**config.mk**
```make
export PLATFORM = sky130hd
export DESIGN_NAME = idio_ports
export DESIGN_NICKNAME = d
export VERILOG_FILES = /design/src/idio_i2c_writer.v /design/src/idio_ports.v
export VERILOG_INCLUDE_DIRS = /design/src /design/src/src
export SDC_FILE = /design/constraint.sdc
export NUM_CORES = 1
export LEC_CHECK = 0
export BUFFER_PORTS_ARGS = -buffer_cell sky130_fd_sc_hd__clkbuf_2
export CAP_MARGIN = 30
export CORE_UTILIZATION = 45
export CTS_BUF_LIST = sky130_fd_sc_hd__clkbuf_2 sky130_fd_sc_hd__clkbuf_4 sky130_fd_sc_hd__clkbuf_8
export DETAILED_ROUTE_END_ITERATION = 7
export GPL_TIMING_DRIVEN = 0
export PLACE_DENSITY = 0.67
export SLEW_MARGIN = 20
export SYNTH_ARGS = -nofsm -noshare
export SYNTH_HDL_FRONTEND = slang
export SYNTH_SLANG_ARGS = --single-unit
```
**constraint.sdc**
```tcl
create_clock -name core_clk_in -period 6.1 [get_ports core_clk_in]
set_input_delay 0.915 -clock core_clk_in [delete_from_list [all_inputs] [get_ports core_clk_in]]
set_output_delay 0.915 -clock core_clk_in [all_outputs]
set_load 0.05 [all_outputs]
```
**src/idio_map.vh**
```
// register offsets, field positions, reset values and timing counts
`ifndef IDIO_MAP_VH
`define IDIO_MAP_VH
`define IDIO_ADDR_CTL_LOW 10'h321
`define IDIO_ADDR_INTERNAL 10'h322
`define IDIO_ADDR_STATUS_A 10'h323
`define IDIO_ADDR_STATUS_B 10'h324
`define IDIO_ADDR_CTL_HIGH 10'h325
`define IDIO_CTL_IN_W 6
`define IDIO_CTL_HIGH_OUT_W 4
`define IDIO_SPARE_FILL 2'h3
`define IDIO_PORT_RESET 8'hff
`define IDIO_RELAY_RESET 16'hffff
`define IDIO_ST_HEALTHY 0
`define IDIO_ST_SPARE1 1
`define IDIO_ST_SEQUENCE 2
`define IDIO_ST_DIAG 3
`define IDIO_ST_THERMAL 4
`define IDIO_ST_PRESSURE 5
`define IDIO_ST_SPARE6 6
`define IDIO_ST_SPARE7 7
`define IDIO_RB_KEEPALIVE 0
`define IDIO_RB_VENT 1
`define IDIO_RB_TUBE_TWO_HEATER 2
`define IDIO_RB_BYPASS 5
`define IDIO_RB_PATH_SELECT 6
`define IDIO_RB_GENERATOR_VALVE 7
`define IDIO_RB_PUMP 8
`define IDIO_RB_DIVERT 9
`define IDIO_RB_SHUTOFF_B 10
`define IDIO_RB_PERM_VALVE_1 11
`define IDIO_RB_PERM_VALVE_2 12
`define IDIO_RB_TUBE_ONE_HEATER 13
`define IDIO_RB_LAMP_HEAT 14
`define IDIO_RB_GEN_LAMP_HEAT 15
`define IDIO_I2C_ADDR 7'h44
`define IDIO_CLK_HZ 25000000
`define IDIO_KEEPALIVE_MS 5000
`define IDIO_KEEPALIVE_CYC ((`IDIO_CLK_HZ / 1000) * `IDIO_KEEPALIVE_MS)
`define IDIO_REFRESH_MS 1000
`define IDIO_REFRESH_CYC ((`IDIO_CLK_HZ / 1000) * `IDIO_REFRESH_MS)
`define IDIO_I2C_KHZ 100
// quarter of a 100 khz bit at 25 mhz, sized to the 16-bit quarter counter
`define IDIO_I2C_QTR 16'd62
`endif

```
**src/idio_i2c_writer.v**
```verilog
// i2c master that writes one address byte and two data bytes
`timescale 1ns/1ps
`default_nettype none
`include "idio_map.vh"
module idio_i2c_writer #(
	parameter [15:0] QTR_CYC = `IDIO_I2C_QTR
) (
	input wire core_clk_in, // system clock
	input wire rst_n_in, // synchronised reset, active low
	input wire start_in, // one-cycle request to send a word
	input wire [15:0] word_in, // word to send, low byte first
	input wire sda_in, // synchronised bus data level
	output wire busy_out, // transfer in progress
	output reg nack_out, // last transfer saw a missing acknowledge
	output reg scl_oe_out, // high pulls clock low
	output reg sda_oe_out // high pulls data low
);
	localparam ST_IDLE = 4'h1;
	localparam ST_START = 4'h2;
	localparam ST_BITS = 4'h4;
	localparam ST_STOP = 4'h8;
	reg [3:0] state_r;
	reg [15:0] qtr_r;
	reg [1:0] phase_r;
	reg [26:0] shift_r;
	reg [4:0] bitn_r;
	reg tick;
	reg [1:0] stopn_r;
	assign busy_out = (state_r != ST_IDLE);
	always @* begin
		tick = (qtr_r == QTR_CYC - 16'h0001);
	end
	// frame: addr+w, ack, low byte, ack, high byte, ack (released bits = 1)
	always @(posedge core_clk_in or negedge rst_n_in) begin
		if (!rst_n_in) begin
			state_r <= ST_IDLE;
			qtr_r <= 16'h0000;
			phase_r <= 2'h0;
			shift_r <= 27'h0000000;
			bitn_r <= 5'h00;
			stopn_r <= 2'h0;
			nack_out <= 1'b0;
			scl_oe_out <= 1'b0;
			sda_oe_out <= 1'b0;
		end else begin
			qtr_r <= tick ? 16'h0000 : qtr_r + 16'h0001;
			case (state_r)
			ST_IDLE: begin
				scl_oe_out <= 1'b0;
				sda_oe_out <= 1'b0;
				if (start_in) begin
					shift_r <= {`IDIO_I2C_ADDR, 1'b0, 1'b1, word_in[7:0],
						1'b1, word_in[15:8], 1'b1};
					bitn_r <= 5'h00;
					phase_r <= 2'h0;
					nack_out <= 1'b0;
					state_r <= ST_START;
				end
			end
			ST_START: if (tick) begin
				phase_r <= phase_r + 2'h1;
				if (phase_r == 2'h0)
					sda_oe_out <= 1'b1;
				if (phase_r == 2'h1) begin
					scl_oe_out <= 1'b1;
					phase_r <= 2'h0;
					state_r <= ST_BITS;
				end
			end
			ST_BITS: if (tick) begin
				phase_r <= phase_r + 2'h1;
				case (phase_r)
				2'h0: sda_oe_out <= ~shift_r[26];
				2'h1: scl_oe_out <= 1'b0;
				2'h2: begin
					if ((bitn_r == 5'd8 || bitn_r == 5'd17 ||
						bitn_r == 5'd26) && sda_in)
						nack_out <= 1'b1;
				end
				default: begin
					scl_oe_out <= 1'b1;
					shift_r <= {shift_r[25:0], 1'b1};
					bitn_r <= bitn_r + 5'h01;
					if (bitn_r == 5'd26) begin
						stopn_r <= 2'h0;
						state_r <= ST_STOP;
					end
				end
				endcase
			end
			ST_STOP: if (tick) begin
				stopn_r <= stopn_r + 2'h1;
				case (stopn_r)
				2'h0: sda_oe_out <= 1'b1;
				2'h1: scl_oe_out <= 1'b0;
				default: begin
					sda_oe_out <= 1'b0;
					state_r <= ST_IDLE;
				end
				endcase
			end
			default: state_r <= ST_IDLE;
			endcase
		end
	end
endmodule
`default_nettype wire

```
**src/idio_ports.v**
```verilog
// digital i/o ports: control, spare and status ports plus relay expander
`timescale 1ns/1ps
`default_nettype none
`include "idio_map.vh"
// Behaviour
// - port 321 read gives inputs one to six active low on bits 0-5
// - port 325 read gives inputs seven to twelve on bits 0-5, 6-7 read 1
// - port 321 write drives control outputs one to eight, 0 asserts
// - port 325 write drives control outputs nine to twelve from bits 0-3
// - spare eight-bit internal input port reads at 322
// - spare eight-bit internal output port writes at 322
// - status port A written at 323 drives eight lines, bits 1,6,7 spare
// - status bit 0 low when healthy, high on any alarm or diagnostics
// - status bit 2 low while a calibration sequence runs
// - status bit 3 low while in diagnostic mode
// - status bit 4 low on any temperature alarm
// - status bit 5 low on any pressure alarm
// - status port B written at 324, all spare bits
// - relay word goes over i2c as sixteen bits to address 44 hex
// - relay bit 0 toggles at least every five seconds as keep-alive
// - heater bits 2,13,14,15 low turn heaters on
// - valve bits 5,7,9,10,11,12 low open valves
// - relay bit 6 low selects photometer reference position
// - relay bit 8 low runs the photometer pump
module idio_ports #(
	parameter [31:0] KEEPALIVE_CYC = `IDIO_KEEPALIVE_CYC,
	parameter [31:0] REFRESH_CYC = `IDIO_REFRESH_CYC,
	parameter [15:0] I2C_QTR_CYC = `IDIO_I2C_QTR
) (
	input wire core_clk_in, // 25 mhz clock
	input wire reset_n_in, // asynchronous reset, active low
	input wire [9:0] io_addr_in, // host i/o address
	input wire io_rd_in, // host read strobe
	input wire io_wr_in, // host write strobe, one cycle
	input wire [7:0] io_wdata_in, // host write data
	output reg [7:0] io_rdata_out, // host read data
	input wire relay_wr_in, // one-cycle write of relay word
	input wire [15:0] relay_word_in, // relay word from host
	output wire relay_busy_out, // i2c transfer in progress
	output wire relay_nack_out, // last transfer not acknowledged
	input wire [5:0] ctl_in_low_n_in, // control inputs one to six
	input wire [5:0] ctl_in_high_n_in, // control inputs seven to twelve
	input wire [7:0] internal_in_in, // spare internal inputs
	output reg [7:0] ctl_out_low_n_out, // control outputs one to eight
	output reg [3:0] ctl_out_high_n_out, // control outputs nine to twelve
	output reg [7:0] internal_out_out, // spare internal outputs
	output reg [7:0] status_a_out, // status lines, active low flags
	output reg [7:0] status_b_out, // spare status lines
	output wire healthy_flag_out, // status bit 0 level
	output wire sequence_running_flag_out, // status bit 2 level
	output wire diagnostic_flag_out, // status bit 3 level
	output wire thermal_alarm_flag_out, // status bit 4 level
	output wire pressure_alarm_flag_out, // status bit 5 level
	input wire i2c_scl_in, // i2c clock pin level
	input wire i2c_sda_in, // i2c data pin level
	output wire i2c_scl_o_out, // i2c clock output value, always 0
	output wire i2c_scl_oe_out, // i2c clock drive enable
	output wire i2c_sda_o_out, // i2c data output value, always 0
	output wire i2c_sda_oe_out // i2c data drive enable
);
	reg rst_s1_r, rst_n_r;
	reg [5:0] cil_s1_r, cil_r, cih_s1_r, cih_r;
	reg [7:0] int_s1_r, int_r;
	reg sda_s1_r, sda_r, scl_s1_r, scl_r;
	reg [15:0] relay_r;
	reg keep_r;
	reg [31:0] keep_cnt_r, refresh_cnt_r;
	reg pending_r;
	wire send;
	wire i2c_busy;

	function hit;
		input [9:0] addr;
		input [9:0] target;
		begin
			hit = (addr == target);
		end
	endfunction

	always @(posedge core_clk_in or negedge reset_n_in) begin
		if (!reset_n_in) begin
			rst_s1_r <= 1'b0;
			rst_n_r <= 1'b0;
		end else begin
			rst_s1_r <= 1'b1;
			rst_n_r <= rst_s1_r;
		end
	end

	// pins come from another domain, two stages before any use
	always @(posedge core_clk_in or negedge rst_n_r) begin
		if (!rst_n_r) begin
			cil_s1_r <= 6'h3f;
			cil_r <= 6'h3f;
			cih_s1_r <= 6'h3f;
			cih_r <= 6'h3f;
			int_s1_r <= 8'hff;
			int_r <= 8'hff;
			sda_s1_r <= 1'b1;
			sda_r <= 1'b1;
			scl_s1_r <= 1'b1;
			scl_r <= 1'b1;
		end else begin
			cil_s1_r <= ctl_in_low_n_in;
			cil_r <= cil_s1_r;
			cih_s1_r <= ctl_in_high_n_in;
			cih_r <= cih_s1_r;
			int_s1_r <= internal_in_in;
			int_r <= int_s1_r;
			sda_s1_r <= i2c_sda_in;
			sda_r <= sda_s1_r;
			scl_s1_r <= i2c_scl_in;
			scl_r <= scl_s1_r;
		end
	end

	always @* begin
		io_rdata_out = 8'hff;
		if (io_rd_in) begin
			if (hit(io_addr_in, `IDIO_ADDR_CTL_LOW))
				io_rdata_out = {`IDIO_SPARE_FILL, cil_r};
			else if (hit(io_addr_in, `IDIO_ADDR_CTL_HIGH))
				io_rdata_out = {`IDIO_SPARE_FILL, cih_r};
			else if (hit(io_addr_in, `IDIO_ADDR_INTERNAL))
				io_rdata_out = int_r;
		end
	end

	// outputs reset to all ones so nothing is asserted before software acts
	always @(posedge core_clk_in or negedge rst_n_r) begin
		if (!rst_n_r) begin
			ctl_out_low_n_out <= `IDIO_PORT_RESET;
			ctl_out_high_n_out <= 4'hf;
			internal_out_out <= `IDIO_PORT_RESET;
			status_a_out <= `IDIO_PORT_RESET;
			status_b_out <= `IDIO_PORT_RESET;
		end else if (io_wr_in) begin
			if (hit(io_addr_in, `IDIO_ADDR_CTL_LOW))
				ctl_out_low_n_out <= io_wdata_in;
			if (hit(io_addr_in, `IDIO_ADDR_CTL_HIGH))
				ctl_out_high_n_out <= io_wdata_in[3:0];
			if (hit(io_addr_in, `IDIO_ADDR_INTERNAL))
				internal_out_out <= io_wdata_in;
			if (hit(io_addr_in, `IDIO_ADDR_STATUS_A))
				status_a_out <= io_wdata_in;
			if (hit(io_addr_in, `IDIO_ADDR_STATUS_B))
				status_b_out <= io_wdata_in;
		end
	end

	// flags are software's meaning; the port only carries them
	assign healthy_flag_out = status_a_out[`IDIO_ST_HEALTHY];
	assign sequence_running_flag_out = status_a_out[`IDIO_ST_SEQUENCE];
	assign diagnostic_flag_out = status_a_out[`IDIO_ST_DIAG];
	assign thermal_alarm_flag_out = status_a_out[`IDIO_ST_THERMAL];
	assign pressure_alarm_flag_out = status_a_out[`IDIO_ST_PRESSURE];

	// keep-alive bit is owned here, host bit 0 is ignored; the word is
	// resent on a refresh tick too so a lost frame is recovered
	always @(posedge core_clk_in or negedge rst_n_r) begin
		if (!rst_n_r) begin
			relay_r <= `IDIO_RELAY_RESET;
			keep_r <= 1'b0;
			keep_cnt_r <= 32'h00000000;
			refresh_cnt_r <= 32'h00000000;
			pending_r <= 1'b1;
		end else begin
			if (relay_wr_in) begin
				relay_r[15:1] <= relay_word_in[15:1];
				pending_r <= 1'b1;
			end
			refresh_cnt_r <= refresh_cnt_r + 32'h00000001;
			if (refresh_cnt_r >= REFRESH_CYC - 32'h00000001) begin
				refresh_cnt_r <= 32'h00000000;
				pending_r <= 1'b1;
			end
			if (keep_cnt_r < KEEPALIVE_CYC)
				keep_cnt_r <= keep_cnt_r + 32'h00000001;
			// backstop if the refresh period is set too long; half the
			// window leaves room for a frame held off by a busy bus
			if (keep_cnt_r >= (KEEPALIVE_CYC >> 1))
				pending_r <= 1'b1;
			if (send) begin
				keep_r <= ~keep_r;
				keep_cnt_r <= 32'h00000000;
				if (!relay_wr_in)
					pending_r <= 1'b0;
			end
		end
	end

	// start only on a free bus; the synced levels also cover the last stop
	assign send = pending_r && !i2c_busy && scl_r && sda_r;

	idio_i2c_writer #(
		.QTR_CYC(I2C_QTR_CYC)
	) u_i2c (
		.core_clk_in(core_clk_in),
		.rst_n_in(rst_n_r),
		.start_in(send),
		.word_in({relay_r[15:1], ~keep_r}),
		.sda_in(sda_r),
		.busy_out(i2c_busy),
		.nack_out(relay_nack_out),
		.scl_oe_out(i2c_scl_oe_out),
		.sda_oe_out(i2c_sda_oe_out)
	);

	assign relay_busy_out = i2c_busy;
	assign i2c_scl_o_out = 1'b0;
	assign i2c_sda_o_out = 1'b0;
endmodule
`default_nettype wire

```
==> summary.txt <==
Final layout
  • Area of the multi-input gates: 3940 sq um
  • Synth-to-Final Area Change: 19.7%
  • Post-route insts no fill: 1318
  • Register Area: 5680 sq um
  • N_diodes: 0
  • Fillers: 1865
  • Layout cell share with drive strength beyond 1: 33.8%
  • Nets@finish: 1089

Clock network
  • Clk sinks: 222
  • # hold bufs at CTS: 0
  • Post-cts sizing count: 0
  • Post-CTS setup buffer count: 0
  • CTS Buffer Depth: 3
  • H-tree depth: 2
  • Root Buffer Master: clkbuf_8
  • Worst-path clk slew: 0.06 ns
  • Worst-Skew Late Latency: 0.54 ns
  • Num CTS Buffers: 39
  • CTS tree: yes

Timing
  • Clk_skew: 0.0213 ns
  • Hold Fails Final Rpt: 0
  • Max-slew headroom: 32.7%
  • Count of final setup violators: 0
  • Final slew viol count: 0
  • RSZ-0062 raised after global routing: false
  • Final period util: 60.9%
  • Setup TNS: 0 ns
  • Min Tclk post-route: 3.72 ns
  • Peak Freq: 0.269 GHz
  • Tightest Pin Transition: 0.996 ns

Yosys
  • Sequential area share after synthesis: 57.7%
  • Area leader, netlist: dfrtp_1
  • Top post-synthesis cells by area: dfrtp_1 32%, dfstp_2 26%, nand2_1 4.2%
  • Top FF cell, synth: dfrtp_1
  • Post-synth ARST share: 100%
  • Number of synthesized flops with an enable pin: 0
  • Syn Inst Count: 850
  • Yosys warning count: 0
  • Post-Syn Area: 9840 sq um
  • Most common cell in the netlist: dfrtp_1
  • Top-area cell type share of the netlist area: 31.8%
  • Post-synthesis register bit count: 222
  • Syn Area/Cell: 11.6 sq um
  • Synth cell types: 67
  • Commonest cells in the netlist: 125 x dfrtp_1, 110 x nand2_1, 97 x dfstp_2

Pwr
  • Total power: 3.20 mW
  • Lkg Pwr: 5.30 nW
  • Clock power share: 48.4%
  • Worst-case vdd ir drop: 0.147 mV
  • Seq pwr share: 48.2%
  • Pwr/cell area: 272 nW/um^2
  • Switch share: 21.6%
  • Logic pwr share: 3.4%
  • Internal power: 2.51 mW
  • Net switching power: 0.693 mW

Floorplanning
  • Core Box Area: 21200 sq um
  • Die height: 150 um
  • Die width: 150 um
  • Num rows: 53
  • Top Ports: 116
  • Initial Utilization: 46.4%
  • Die footprint: 22500 sq um

Critical path
  • Worst Path Buf+Inv: 2
  • Cell Chain, Critical Path: clkbuf_2 > nor4b_2 > nand3_1 > nor2_2 > nand2_1 > o211ai_1 > clkbuf_2
  • CP Class: in -> out
  • Origin of the worst setup path: io_addr_in[4]
  • RR Startpoint: u_i2c.qtr_r[1]
  • Slowest CP cell: nor4b_2
  • CP max FO: 7
  • Max stage delay on crit path: 0.49 ns
  • WP data arrival: 2.80 ns
  • CP startpoint kind: input port
  • Most used cell, CP: clkbuf_2
  • CP delay by family, top: simple AND/OR/NAND/NOR gates
  • Worst path required time: 5.18 ns
  • CP Capture Type: output pin

Drt
  • 1st-pass router iterations: 4
  • WL final: 19600 um
  • Total number of vias: 6849
  • Vias per Instance: 5.20
  • WL/cell: 14.9 um
  • Drt first-iter violations: 330
  • DRT antenna net count: 0
  • Residual DRC: 0

Global routing
  • First-pass GRT wire length: 33100 um
  • Vias in the first global route: 6683
  • All-Layer GR Usage: 18.2%
  • Total grt overflow: 0
  • Pin count of the biggest net entering global routing: 57
  • Antenna violations before repair: 0

Job
  • Max-Cap Viols: 0

Placed design
  • DP HPWL: 13600 um
  • Placed Cells incl. Taps: 1247
  • GPL Wtd Cong: 0.828
  • Port bufs: 110

Run status
  • Outcome: completed

Hold path
  • Worst hold-check path type: in -> async
[per-layer routing]
layer	vias to the layer above	global-route usage (%)	part of all wire, %
met5	-	0	0
met4	0	5.81	2.0
met3	38	3.84	4.8
met2	157	28.2	44
met1	3331	25.5	49
li1	3323	-	-
[power by group through the flow]
stage | combinational, mW | sequential (mW) | clock [mW]
after floorplan | 0.0342 | 1.59 | 0
after global placement | 0.0782 | 1.59 | 0
after detailed placement | 0.111 | 1.57 | 0
after CTS | 0.112 | 1.55 | 1.60
after global routing | 0.122 | 1.55 | 1.67
final | 0.109 | 1.54 | 1.55
[flip-flops by register name (all words and copies together), names as in the netlist, 8 cells and up]
register	count
ctl_out_low_n_out	8
int_r	8
int_s1_r	8
internal_out_out	8
keep_cnt_r	32
refresh_cnt_r	32
relay_r	15
status_a_out	8
status_b_out	8
u_i2c.qtr_r	16
u_i2c.shift_r	27
[cell usage in the layout, fill, tap and decap left out, types with 25 or more instances in the layout]
cell | netlist | final
clkbuf_2 | 0 | 110
nor2_1 | 60 | 60
a21oi_1 | 25 | 25
clkbuf_8 | 0 | 51
dfstp_2 | 97 | 97
nand2_1 | 110 | 110
nand3_1 | 41 | 41
mux2_2 | 36 | 36
mux2_1 | 36 | 36
dfrtp_1 | 125 | 124
[logic make-up (layout without fill, tap and decap cells)]
| logic type | after synthesis | count (layout) | share of synthesized area, % |
|---|---|---|---|
| buffers and inverters | 52 | 237 | 2.53 |
| and+or+nand+nor | 342 | 342 | 18.0 |
| adders and majority gates | 15 | 15 | 1.91 |
| xor gates and xnor gates | 38 | 38 | 3.38 |
| other | 2 | 10 | 0.0763 |
| muxes | 91 | 91 | 10.2 |
| AOI/OAI and AO/OA | 88 | 88 | 6.17 |
| DFF | 222 | 222 | 57.7 |
[path summary, 6_finish.rpt]
kind / to / slack [ns] / depth (start not counted)
max in group asynchronous: ctl_out_high_n_out[3] / 4.60 / 3
min reg2reg: u_i2c.shift_r[4] / 0.27 / 0
max: io_rdata_out[5] / 2.38 / 7
max reg2reg: u_i2c.shift_r[3] / 3.68 / 9
min: rst_s1_r / 0.15 / 1
min in group core_clk_in: int_r[2] / 0.35 / 0
[per-stage QoR]
stage / hold WS [ns] / cell area (sq um) / setup slack [ns] / util, %
after global routing: 0.124 / 11800 / 2.21 / 55.5
after floorplan: 0.331 / 9870 / 2.54 / -
final: 0.154 / 11800 / 2.38 / 55.5
after detailed placement: 0.304 / 10900 / 2.40 / 51.2
after CTS: 0.121 / 11800 / 2.40 / 55.5
after global placement: 0.335 / 10800 / 1.20 / 50.7
[cell type report]
cell class / count / share of cell area [%]
Multi-Input combinational cell: 584 / 33.5
Tap cell: 275 / 2.92
Sequential cell: 222 / 48.2
Timing Repair Buffer: 114 / 5.48
Inverter: 13 / 0.414
Clock inverter: 10 / 1.16
Clock buffer: 61 / 6.60
Buffer: 39 / 1.70
Power figures use the tool's default switching activity.
